===== src/rtl/self_prog_pkg.sv =====
// Shared constants and types of the flash self-programming sequencer
package self_prog_pkg;

  // ****************************************
  // Clock and operation timing
  // ****************************************
  localparam int CLK_PERIOD_NS = 40;       // Core clock period
  localparam int PROG_MIN_US = 3700;       // Least duration of one flash operation
  localparam int PROG_MAX_US = 4500;       // Longest duration of one flash operation
  // Least time rounds up, longest rounds down
  localparam int PROG_MIN_CYCLES = (PROG_MIN_US * 1000 + CLK_PERIOD_NS - 1) / CLK_PERIOD_NS;
  localparam int PROG_MAX_CYCLES = (PROG_MAX_US * 1000) / CLK_PERIOD_NS;
  localparam int TIMER_W = 17;             // Wide enough for the longest count
  localparam logic [2:0] ARM_WINDOW = 3'h4; // Cycles a command stays armed

  // ****************************************
  // Register map (byte offsets on the plain port)
  // ****************************************
  localparam logic [7:0] CTRL_OFS = 8'h00;      // self_prog_control_reg
  localparam logic [7:0] BOOT_LO_OFS = 8'h01;   // Boot section start, low byte
  localparam logic [7:0] BOOT_HI_OFS = 8'h02;   // Boot section start, high byte
  localparam logic [7:0] PAGE_OFS = 8'h03;      // Page of the running operation
  localparam logic [7:0] CTRL_RESET = 8'h00;

  // Control register field positions
  localparam int STORE_ENABLE_POS = 0;
  localparam int PAGE_ERASE_POS = 1;
  localparam int PAGE_WRITE_POS = 2;
  localparam int LOCK_SET_POS = 3;
  localparam int REENABLE_POS = 4;
  localparam int REGION_BUSY_POS = 6;

  // ****************************************
  // Flash geometry per variant
  // ****************************************
  localparam int SMALL_COUNTER_TOP = 12;   // counter_top_bit, smallest variant
  localparam int MID_COUNTER_TOP = 13;     // counter_top_bit, middle variant
  localparam int WORD_FIELD_TOP = 5;       // word_field_top_bit
  localparam logic [13:0] SMALL_CRR_TOP = 14'h1bff;
  localparam logic [13:0] MID_CRR_TOP = 14'h37ff;
  // Boot section start per fuse code 11,10,01,00
  localparam logic [13:0] SMALL_START_3 = 14'h1f80;
  localparam logic [13:0] SMALL_START_2 = 14'h1f00;
  localparam logic [13:0] SMALL_START_1 = 14'h1e00;
  localparam logic [13:0] SMALL_START_0 = 14'h1c00;
  localparam logic [13:0] MID_START_3 = 14'h3f00;
  localparam logic [13:0] MID_START_2 = 14'h3e00;
  localparam logic [13:0] MID_START_1 = 14'h3c00;
  localparam logic [13:0] MID_START_0 = 14'h3800;
  // Boot section size in words per fuse code 11,10,01,00
  localparam logic [11:0] SMALL_SIZE_3 = 12'h080;
  localparam logic [11:0] SMALL_SIZE_2 = 12'h100;
  localparam logic [11:0] SMALL_SIZE_1 = 12'h200;
  localparam logic [11:0] SMALL_SIZE_0 = 12'h400;
  localparam logic [11:0] MID_SIZE_3 = 12'h100;
  localparam logic [11:0] MID_SIZE_2 = 12'h200;
  localparam logic [11:0] MID_SIZE_1 = 12'h400;
  localparam logic [11:0] MID_SIZE_0 = 12'h800;

  // Sequencer states, one-hot
  typedef enum logic [2:0] {
    ST_IDLE = 3'b001,
    ST_ARMED = 3'b010,
    ST_BUSY = 3'b100
  } seq_state_t;

endpackage : self_prog_pkg


===== src/rtl/boot_map_if.sv =====
// Interface carrying the boot size code and the decoded section bounds
interface boot_map_if;
  logic [1:0] size_code;     // {boot_size_sel_hi, boot_size_sel_lo}
  logic mid_variant;         // High selects the middle variant
  logic [13:0] boot_start;   // First word of the boot section
  logic [11:0] boot_words;   // Boot section size in words
  logic [13:0] app_end;      // Last word of the application section
  logic [13:0] crr_top;      // Last word of the concurrent-read region
  modport sequencer (output size_code, output mid_variant,
                     input boot_start, input boot_words, input app_end, input crr_top);
  modport decoder (input size_code, input mid_variant,
                   output boot_start, output boot_words, output app_end, output crr_top);
endinterface : boot_map_if


===== src/rtl/boot_map.sv =====
// Boot size fuse decoder for the flash sections
module boot_map (
  boot_map_if.decoder map
);

  // ****************************************
  // Section decode
  // ****************************************

  // Pure table lookup, so the sequencer sees bounds in the same cycle
  always_comb begin
    map.boot_start = self_prog_pkg::SMALL_START_0;
    map.boot_words = self_prog_pkg::SMALL_SIZE_0;
    if (map.mid_variant) begin
      map.crr_top = self_prog_pkg::MID_CRR_TOP;
      case (map.size_code)
        2'h3: begin
          map.boot_start = self_prog_pkg::MID_START_3;
          map.boot_words = self_prog_pkg::MID_SIZE_3;
        end
        2'h2: begin
          map.boot_start = self_prog_pkg::MID_START_2;
          map.boot_words = self_prog_pkg::MID_SIZE_2;
        end
        2'h1: begin
          map.boot_start = self_prog_pkg::MID_START_1;
          map.boot_words = self_prog_pkg::MID_SIZE_1;
        end
        default: begin
          map.boot_start = self_prog_pkg::MID_START_0;
          map.boot_words = self_prog_pkg::MID_SIZE_0;
        end
      endcase
    end else begin
      map.crr_top = self_prog_pkg::SMALL_CRR_TOP;
      case (map.size_code)
        2'h3: begin
          map.boot_start = self_prog_pkg::SMALL_START_3;
          map.boot_words = self_prog_pkg::SMALL_SIZE_3;
        end
        2'h2: begin
          map.boot_start = self_prog_pkg::SMALL_START_2;
          map.boot_words = self_prog_pkg::SMALL_SIZE_2;
        end
        2'h1: begin
          map.boot_start = self_prog_pkg::SMALL_START_1;
          map.boot_words = self_prog_pkg::SMALL_SIZE_1;
        end
        default: begin
          map.boot_start = self_prog_pkg::SMALL_START_0;
          map.boot_words = self_prog_pkg::SMALL_SIZE_0;
        end
      endcase
    end
    // Application section ends just below the boot start
    map.app_end = map.boot_start - 14'h0001;
  end

endmodule : boot_map


===== src/rtl/flash_self_prog.sv =====
// Flash self-programming sequencer: command arming, timing, region guard
// Function
// - Each timed operation lasts 3.7 to 4.5 ms
// - Smallest variant fuse code picks boot bounds
// - Middle variant fuse code picks boot bounds
// - Concurrent region ends at 0x1BFF or 0x37FF
// - Page number from pointer bits above word
// - Low word field selects buffer word
// - Pointer bit 0 selects byte on loads
// - Counter bit n sits at pointer bit n+1
// - Counter is 13 or 14 bits wide
// - Block concurrent region reads during programming
// - Busy flag set on start, cleared by re-enable
// - Command expires without store within four cycles
// - Re-enable during buffer load discards buffer
//
// Decided for this implementation: strobed register access and the register addresses.
module flash_self_prog #(
  parameter bit MID_VARIANT = 1'b0,                           // High: middle variant
  parameter int OP_CYCLES = self_prog_pkg::PROG_MIN_CYCLES    // Cycles per timed operation
) (
  input wire logic ref_clk,
  input wire logic rst_n,
  input wire logic clk_en,
  input wire logic [7:0] reg_addr,
  input wire logic [7:0] reg_wdata,
  input wire logic reg_wr,
  input wire logic reg_rd,
  output logic [7:0] reg_rdata,
  input wire logic store_exec,
  input wire logic load_exec,
  input wire logic [15:0] ptr_z,
  input wire logic [15:0] store_data,
  input wire logic eeprom_write_busy,
  input wire logic boot_size_sel_hi,
  input wire logic boot_size_sel_lo,
  output logic cpu_stall,
  output logic region_read_block,
  output logic flash_erase_start,
  output logic flash_write_start,
  output logic lock_write_start,
  output logic [7:0] flash_page,
  output logic buf_wr,
  output logic [5:0] buf_word,
  output logic [15:0] buf_wdata,
  output logic buf_clear,
  output logic load_byte_hi
);

  // ****************************************
  // State
  // ****************************************
  typedef struct packed {
    self_prog_pkg::seq_state_t state;    // Sequencer state
    logic [1:0] fuse_meta;               // First synchroniser stage
    logic [1:0] fuse_sync;               // Second synchroniser stage
    logic store_enable_bit;              // Armed or operation in progress
    logic page_erase_cmd;
    logic page_write_cmd;
    logic lock_set_cmd;
    logic region_read_reenable_cmd;
    logic region_busy_flag;              // Concurrent region locked out
    logic loading;                       // Page buffer holds unwritten data
    logic [2:0] win;                     // Remaining cycles of the arm window
    logic [self_prog_pkg::TIMER_W-1:0] timer; // Remaining cycles of the operation
    logic stall_op;                      // Running op targets the stall region
    logic cpu_stall;
    logic erase_p;
    logic write_p;
    logic lock_p;
    logic [7:0] page;
    logic buf_wr;
    logic [5:0] word;
    logic [15:0] wdata;
    logic buf_clear;
    logic byte_hi;
    logic [7:0] rdata;
  } seq_t;

  seq_t s_reg;     // Registered state
  seq_t s_next;    // Next state

  // Decoded boot bounds
  boot_map_if map_bus ();

  boot_map u_boot_map (
    .map(map_bus)
  );

  assign map_bus.size_code = s_reg.fuse_sync;
  assign map_bus.mid_variant = MID_VARIANT;

  // ****************************************
  // Pointer decode
  // ****************************************
  localparam int COUNTER_TOP = MID_VARIANT ? self_prog_pkg::MID_COUNTER_TOP
                                           : self_prog_pkg::SMALL_COUNTER_TOP;

  logic [13:0] ptr_word_addr;   // Counter value carried in the pointer
  logic [7:0] ptr_page;         // Page number field
  logic [5:0] ptr_word;         // Word-in-page field
  logic page_in_stall;          // Addressed page lies in the stall region

  // Pointer bit 0 is the byte select, so counter bit n is pointer bit n+1
  always_comb begin
    ptr_word_addr = ptr_z[14:1];
    if (COUNTER_TOP == self_prog_pkg::SMALL_COUNTER_TOP) begin
      ptr_word_addr[13] = 1'b0;
    end
    ptr_page = {1'b0, ptr_word_addr[12:6]};
    if (MID_VARIANT) begin
      ptr_page = ptr_word_addr[13:6];
    end
    ptr_word = ptr_word_addr[self_prog_pkg::WORD_FIELD_TOP:0];
    page_in_stall = ({ptr_word_addr[13:6], 6'h00} > map_bus.crr_top);
  end

  // ****************************************
  // Sequencer next state
  // ****************************************

  // Control writes are refused while an operation runs or EEPROM is busy,
  // which protects the timed pair from a half-finished previous command
  always_comb begin
    logic ctrl_wr;
    logic take;
    ctrl_wr = 1'b0;
    take = 1'b0;
    s_next = s_reg;
    s_next.fuse_meta = {boot_size_sel_hi, boot_size_sel_lo};
    s_next.fuse_sync = s_reg.fuse_meta;
    // Strobes last one cycle
    s_next.erase_p = 1'b0;
    s_next.write_p = 1'b0;
    s_next.lock_p = 1'b0;
    s_next.buf_wr = 1'b0;
    s_next.buf_clear = 1'b0;
    ctrl_wr = reg_wr && (reg_addr == self_prog_pkg::CTRL_OFS)
              && !s_reg.store_enable_bit && !eeprom_write_busy;

    case (s_reg.state)
      self_prog_pkg::ST_IDLE: begin
        if (ctrl_wr && reg_wdata[self_prog_pkg::STORE_ENABLE_POS]) begin
          // Arm: store must follow inside the window
          s_next.store_enable_bit = 1'b1;
          s_next.page_erase_cmd = reg_wdata[self_prog_pkg::PAGE_ERASE_POS];
          s_next.page_write_cmd = reg_wdata[self_prog_pkg::PAGE_WRITE_POS];
          s_next.lock_set_cmd = reg_wdata[self_prog_pkg::LOCK_SET_POS];
          s_next.region_read_reenable_cmd = reg_wdata[self_prog_pkg::REENABLE_POS];
          s_next.win = self_prog_pkg::ARM_WINDOW;
          s_next.state = self_prog_pkg::ST_ARMED;
        end
      end
      self_prog_pkg::ST_ARMED: begin
        take = store_exec;
        s_next.win = s_reg.win - 3'h1;
        if (take) begin
          s_next.win = 3'h0;
          s_next.page = ptr_page;
          if (s_reg.page_erase_cmd || s_reg.page_write_cmd) begin
            // Timed erase or page write
            s_next.erase_p = s_reg.page_erase_cmd;
            s_next.write_p = s_reg.page_write_cmd && !s_reg.page_erase_cmd;
            s_next.timer = OP_CYCLES[self_prog_pkg::TIMER_W-1:0];
            s_next.stall_op = page_in_stall;
            s_next.cpu_stall = page_in_stall;
            if (!page_in_stall) begin
              s_next.region_busy_flag = 1'b1;
            end
            if (s_reg.page_write_cmd) begin
              s_next.loading = 1'b0;
            end
            s_next.state = self_prog_pkg::ST_BUSY;
          end else if (s_reg.lock_set_cmd) begin
            // Lock write: timed, whole flash stays readable
            s_next.lock_p = 1'b1;
            s_next.timer = OP_CYCLES[self_prog_pkg::TIMER_W-1:0];
            s_next.stall_op = 1'b0;
            s_next.state = self_prog_pkg::ST_BUSY;
          end else if (s_reg.region_read_reenable_cmd) begin
            // Re-enable; a partly filled buffer is thrown away
            s_next.region_busy_flag = 1'b0;
            s_next.buf_clear = s_reg.loading;
            s_next.loading = 1'b0;
            s_next.store_enable_bit = 1'b0;
            s_next.region_read_reenable_cmd = 1'b0;
            s_next.state = self_prog_pkg::ST_IDLE;
          end else begin
            // Plain store: one word into the page buffer
            s_next.buf_wr = 1'b1;
            s_next.word = ptr_word;
            s_next.wdata = store_data;
            s_next.loading = 1'b1;
            s_next.region_busy_flag = 1'b0;
            s_next.store_enable_bit = 1'b0;
            s_next.state = self_prog_pkg::ST_IDLE;
          end
        end else if (s_reg.win == 3'h1) begin
          // Window elapsed with no store: command auto-clears
          s_next.store_enable_bit = 1'b0;
          s_next.page_erase_cmd = 1'b0;
          s_next.page_write_cmd = 1'b0;
          s_next.lock_set_cmd = 1'b0;
          s_next.region_read_reenable_cmd = 1'b0;
          s_next.state = self_prog_pkg::ST_IDLE;
        end
      end
      self_prog_pkg::ST_BUSY: begin
        // Store enable stays high until the counter runs out
        s_next.timer = s_reg.timer - 1'b1;
        if (s_reg.timer == {{(self_prog_pkg::TIMER_W-1){1'b0}}, 1'b1}) begin
          s_next.store_enable_bit = 1'b0;
          s_next.page_erase_cmd = 1'b0;
          s_next.page_write_cmd = 1'b0;
          s_next.lock_set_cmd = 1'b0;
          s_next.region_read_reenable_cmd = 1'b0;
          s_next.cpu_stall = 1'b0;
          s_next.stall_op = 1'b0;
          s_next.state = self_prog_pkg::ST_IDLE;
        end
      end
      default: begin
        s_next.state = self_prog_pkg::ST_IDLE;
      end
    endcase

    // Loads latch the byte select of the pointer
    if (load_exec) begin
      s_next.byte_hi = ptr_z[0];
    end

    // Read data stands in the cycle after the strobe, zero otherwise
    s_next.rdata = 8'h00;
    if (reg_rd) begin
      case (reg_addr)
        self_prog_pkg::CTRL_OFS: begin
          s_next.rdata[self_prog_pkg::STORE_ENABLE_POS] = s_reg.store_enable_bit;
          s_next.rdata[self_prog_pkg::PAGE_ERASE_POS] = s_reg.page_erase_cmd;
          s_next.rdata[self_prog_pkg::PAGE_WRITE_POS] = s_reg.page_write_cmd;
          s_next.rdata[self_prog_pkg::LOCK_SET_POS] = s_reg.lock_set_cmd;
          s_next.rdata[self_prog_pkg::REENABLE_POS] = s_reg.region_read_reenable_cmd;
          s_next.rdata[self_prog_pkg::REGION_BUSY_POS] = s_reg.region_busy_flag;
        end
        self_prog_pkg::BOOT_LO_OFS: begin
          s_next.rdata = map_bus.boot_start[7:0];
        end
        self_prog_pkg::BOOT_HI_OFS: begin
          s_next.rdata = {2'h0, map_bus.boot_start[13:8]};
        end
        self_prog_pkg::PAGE_OFS: begin
          s_next.rdata = s_reg.page;
        end
        default: begin
          s_next.rdata = 8'h00;
        end
      endcase
    end
  end

  // ****************************************
  // State register
  // ****************************************

  // Clock enable low freezes every bit, strobes included
  always_ff @(posedge ref_clk or negedge rst_n) begin
    if (!rst_n) begin
      s_reg <= '0;
      s_reg.state <= self_prog_pkg::ST_IDLE;
    end else if (clk_en) begin
      s_reg <= s_next;
    end
  end

  // ****************************************
  // Outputs, each straight from a flip-flop
  // ****************************************
  assign reg_rdata = s_reg.rdata;
  assign cpu_stall = s_reg.cpu_stall;
  assign region_read_block = s_reg.region_busy_flag;
  assign flash_erase_start = s_reg.erase_p;
  assign flash_write_start = s_reg.write_p;
  assign lock_write_start = s_reg.lock_p;
  assign flash_page = s_reg.page;
  assign buf_wr = s_reg.buf_wr;
  assign buf_word = s_reg.word;
  assign buf_wdata = s_reg.wdata;
  assign buf_clear = s_reg.buf_clear;
  assign load_byte_hi = s_reg.byte_hi;

endmodule : flash_self_prog


===== config.mk =====
export PLATFORM = sky130hd
export DESIGN_NAME = flash_self_prog
export DESIGN_NICKNAME = d
export VERILOG_FILES = /design/src/rtl/self_prog_pkg.sv /design/src/rtl/boot_map_if.sv /design/src/rtl/boot_map.sv /design/src/rtl/flash_self_prog.sv
export SDC_FILE = /design/constraint.sdc
export NUM_CORES = 1
export LEC_CHECK = 0
export BUFFER_PORTS_ARGS = -buffer_cell sky130_fd_sc_hd__buf_4
export CAP_MARGIN = 20
export CORE_AREA = 2 2 84 94
export CTS_BUF_LIST = sky130_fd_sc_hd__clkbuf_4 sky130_fd_sc_hd__clkbuf_8 sky130_fd_sc_hd__clkbuf_16
export DETAILED_ROUTE_END_ITERATION = 10
export DIE_AREA = 0 0 86 96
export PLACE_DENSITY = 0.8
export SETUP_SLACK_MARGIN = 0.3
export SYNTH_ARGS = -nofsm -noshare
export SYNTH_HDL_FRONTEND = slang
export SYNTH_SLANG_ARGS = --single-unit

===== constraint.sdc =====
create_clock -name ref_clk -period 5.9 [get_ports ref_clk]
set_input_delay 0.59 -clock ref_clk [delete_from_list [all_inputs] [get_ports ref_clk]]
set_output_delay 0.59 -clock ref_clk [all_outputs]
set_load 0.02 [all_outputs]

==> flow_summary.json <==
{
  "clock.fmax_mhz": 427.7,
  "cts_tree": "built",
  "crit_fanout": 17,
  "grt_overflow": 0,
  "drtIter0Drc": 172,
  "cts_resized": 0,
  "largest_reg_flops": 29,
  "syn_to_final_growth_pct": 16.73,
  "worst_pin_slew_ns": 0.9548,
  "critPathSlowestCell": "nor2_1",
  "syn_nets": 432,
  "dieHeight_um": 96,
  "synth_top_area_share_pct": 47.37,
  "rsz0062_at_grt": "false",
  "final_cells": 518,
  "min_period_ns": 2.338,
  "placedCellCount": 504,
  "max_stage_delay_ns": 0.55,
  "drt-total-wl_um": 8319,
  "num_vias": 2935,
  "final_util_pct": 64.97,
  "grt_pass1_wl_um": 13890,
  "powerDensity_nw_per_um2": 296.9,
  "holdWs_ns": 0.3618,
  "drt-pass1-iter-count": 4,
  "ys_warn_count": 0,
  "syn_area_um2": 4068,
  "synth-edff-count": 0,
  "routed_via_density": 5.666,
  "final_cell_mix": "buf_4, dfrtp_1, nor2_1",
  "grtUsageTotal_pct": 21.63,
  "gp_congestion": 0.8418,
  "grt_pass1_vias": 2927,
  "grt_max_degree": 79,
  "cts_buffers": 9,
  "clkSinkCount": 78,
  "layout-drive-gt1-share_pct": 37.59,
  "grt_antenna_before_repair": 0,
  "wl_per_cell_um": 16.06,
  "io_pins": 104,
  "setup_viol": 0,
  "path_class": "in -> reg",
  "synth.area.top_cells": "dfrtp_1, buf_4, mux2_4, mux2_2, nor2_1",
  "drv_cap": 0,
  "yosysTopAreaCell": "dfrtp_1",
  "num-nets-final": 490,
  "p_leak_uw": 0.002368,
  "dp_hpwl_um": 5939,
  "slew_violations": 0,
  "std_cell_rows": 33,
  "ys_ff_latch": 78,
  "die_area_um2": 8256,
  "synth_cells": 370,
  "drcViolationCount": 0,
  "max_slew_margin_pct": 36.34,
  "ys_seq_area_share_pct": 48.02,
  "cp.arrival_ns": 2.57,
  "critPathLaunchType": "input pin",
  "clkLatencyLatePin_ns": 0.35,
  "coreArea_um2": 7308,
  "critPathCaptureType": "flop",
  "cts_root_buf": "clkbuf_8",
  "synthFlopType": "dfrtp_1",
  "antenna_left": 0,
  "outcome": "finished clean",
  "fin_crit_sh_pct": 39.63,
  "cts_hold_buf": 0,
  "skew_ns": 0.007300,
  "io_buffers": 97,
  "synth_cell_types": 57,
  "n_antenna_cell": 0,
  "die_w_um": 86,
  "crit_chain": "buf_4 > clkinv_1 > nor2_1 > and2_1 > o21ai_0 > a22o_1",
  "clockBufferDepth": 2,
  "h-tree-depth": 3,
  "hold_viol": 0,
  "path_clk_slew_ns": 0.08,
  "critPathRequiredTime_ns": 6.14,
  "async_reset_ff_share_pct": 100.0,
  "synth.avg_cell_area_um2": 10.99,
  "cts_setup_buffers": 0,
  "hold_path_class": "in -> async",
  "ir_worst_vdd_uv": 197.5,
  "final_common_cell": "buf_4",
  "start_util_pct": 55.66,
  "tns_ns": 0
}
## metal layers
| metal | vias up | track usage [%] | wire length [µm] |
|---|---|---|---|
| li1 | 1391 | - | - |
| met1 | 1413 | 28.07 | 3659 |
| met2 | 120 | 35.08 | 3948 |
| met3 | 11 | 3.859 | 556 |
| met4 | 0 | 10.71 | 156 |
| met5 | - | 0 | 0 |
## cells by family after synthesis
logic type,Yosys count,share of synthesized area [%]
AOI/OAI and AO/OA,73,12.89
other,1,0.09219
xor gates and xnor gates,7,1.507
DFF,78,48.02
buffers and inverters,66,10.24
adders and majority gates,4,1.230
and+or+nand+nor,100,13.01
muxes,41,13.01
## Yosys cell counts, types with 2 or more instances
library cell,number
nand4_1,6
or3_1,5
nor3_1,6
o31ai_1,2
nand3_1,4
and3_1,2
o22a_1,3
or2_2,3
or4b_2,3
nand2b_1,5
a2bb2oi_1,2
xor2_1,6
ha_1,4
buf_6,3
clkbuf_1,7
dfrtp_1,77
nand2_1,13
mux2i_1,3
inv_1,14
o41ai_1,3
buf_4,38
nor2_1,38
mux2_2,19
a32o_1,5
nor4_1,2
a21o_1,4
mux2_4,19
o21ai_0,15
o21ai_2,2
a22o_1,7
o2bb2ai_1,5
a22oi_1,2
nor4bb_1,2
buf_2,3
a31oi_1,2
a21oi_1,12
and2_1,4
## critical path: cells and delay by family
family	cells	cell delay, ns
AO/OA/AOI/OAI	2	0.40
buffers and inverters	2	0.63
AND/OR/NAND/NOR	2	0.95
## final timing paths
path / startpoint / endpoint / slack, ns / cells after the start
max: clk_en / s_reg[59] / 3.56 / 6
min: rst_n / flash_page[3] / 0.36 / 1
max reg2reg: s_reg[72] / s_reg[68] / 3.72 / 5
min reg2reg: reg_rdata[0] / reg_rdata[0] / 0.49 / 1
max in group asynchronous: rst_n / buf_word[2] / 4.89 / 1
min in group ref_clk: ptr_z[7] / flash_page[0] / 0.47 / 2
## area by class of cell
type / count / area [µm²]
clock buffer: 11 / 151.4
clock inverter: 3 / 45.04
fill: 596 / 2560
inverter: 15 / 56.30
multi-input combinational: 226 / 1698
sequential: 78 / 1953
tap: 87 / 108.9
timing repair buffer: 98 / 735.7
## power by group
group	internal (µW)	switching, µW	total, µW
registers	610	81.8	692
logic	148	171	319
clock network	214	185	399
total	972	438	1410
## through the flow
step / setup WS, ns / power, µW / instance area (µm²)
5_1_grt: 3.435 / 1495 / 4748
6_report: 3.562 / 1410 / 4748
2_1_floorplan: 3.825 / 913.0 / 4068
3_3_place_gp: 3.228 / 998.9 / 4552
3_5_place_dp: 3.172 / 1018 / 4552
4_1_cts: 3.557 / 1417 / 4748
(Power assumes the default switching activity.)
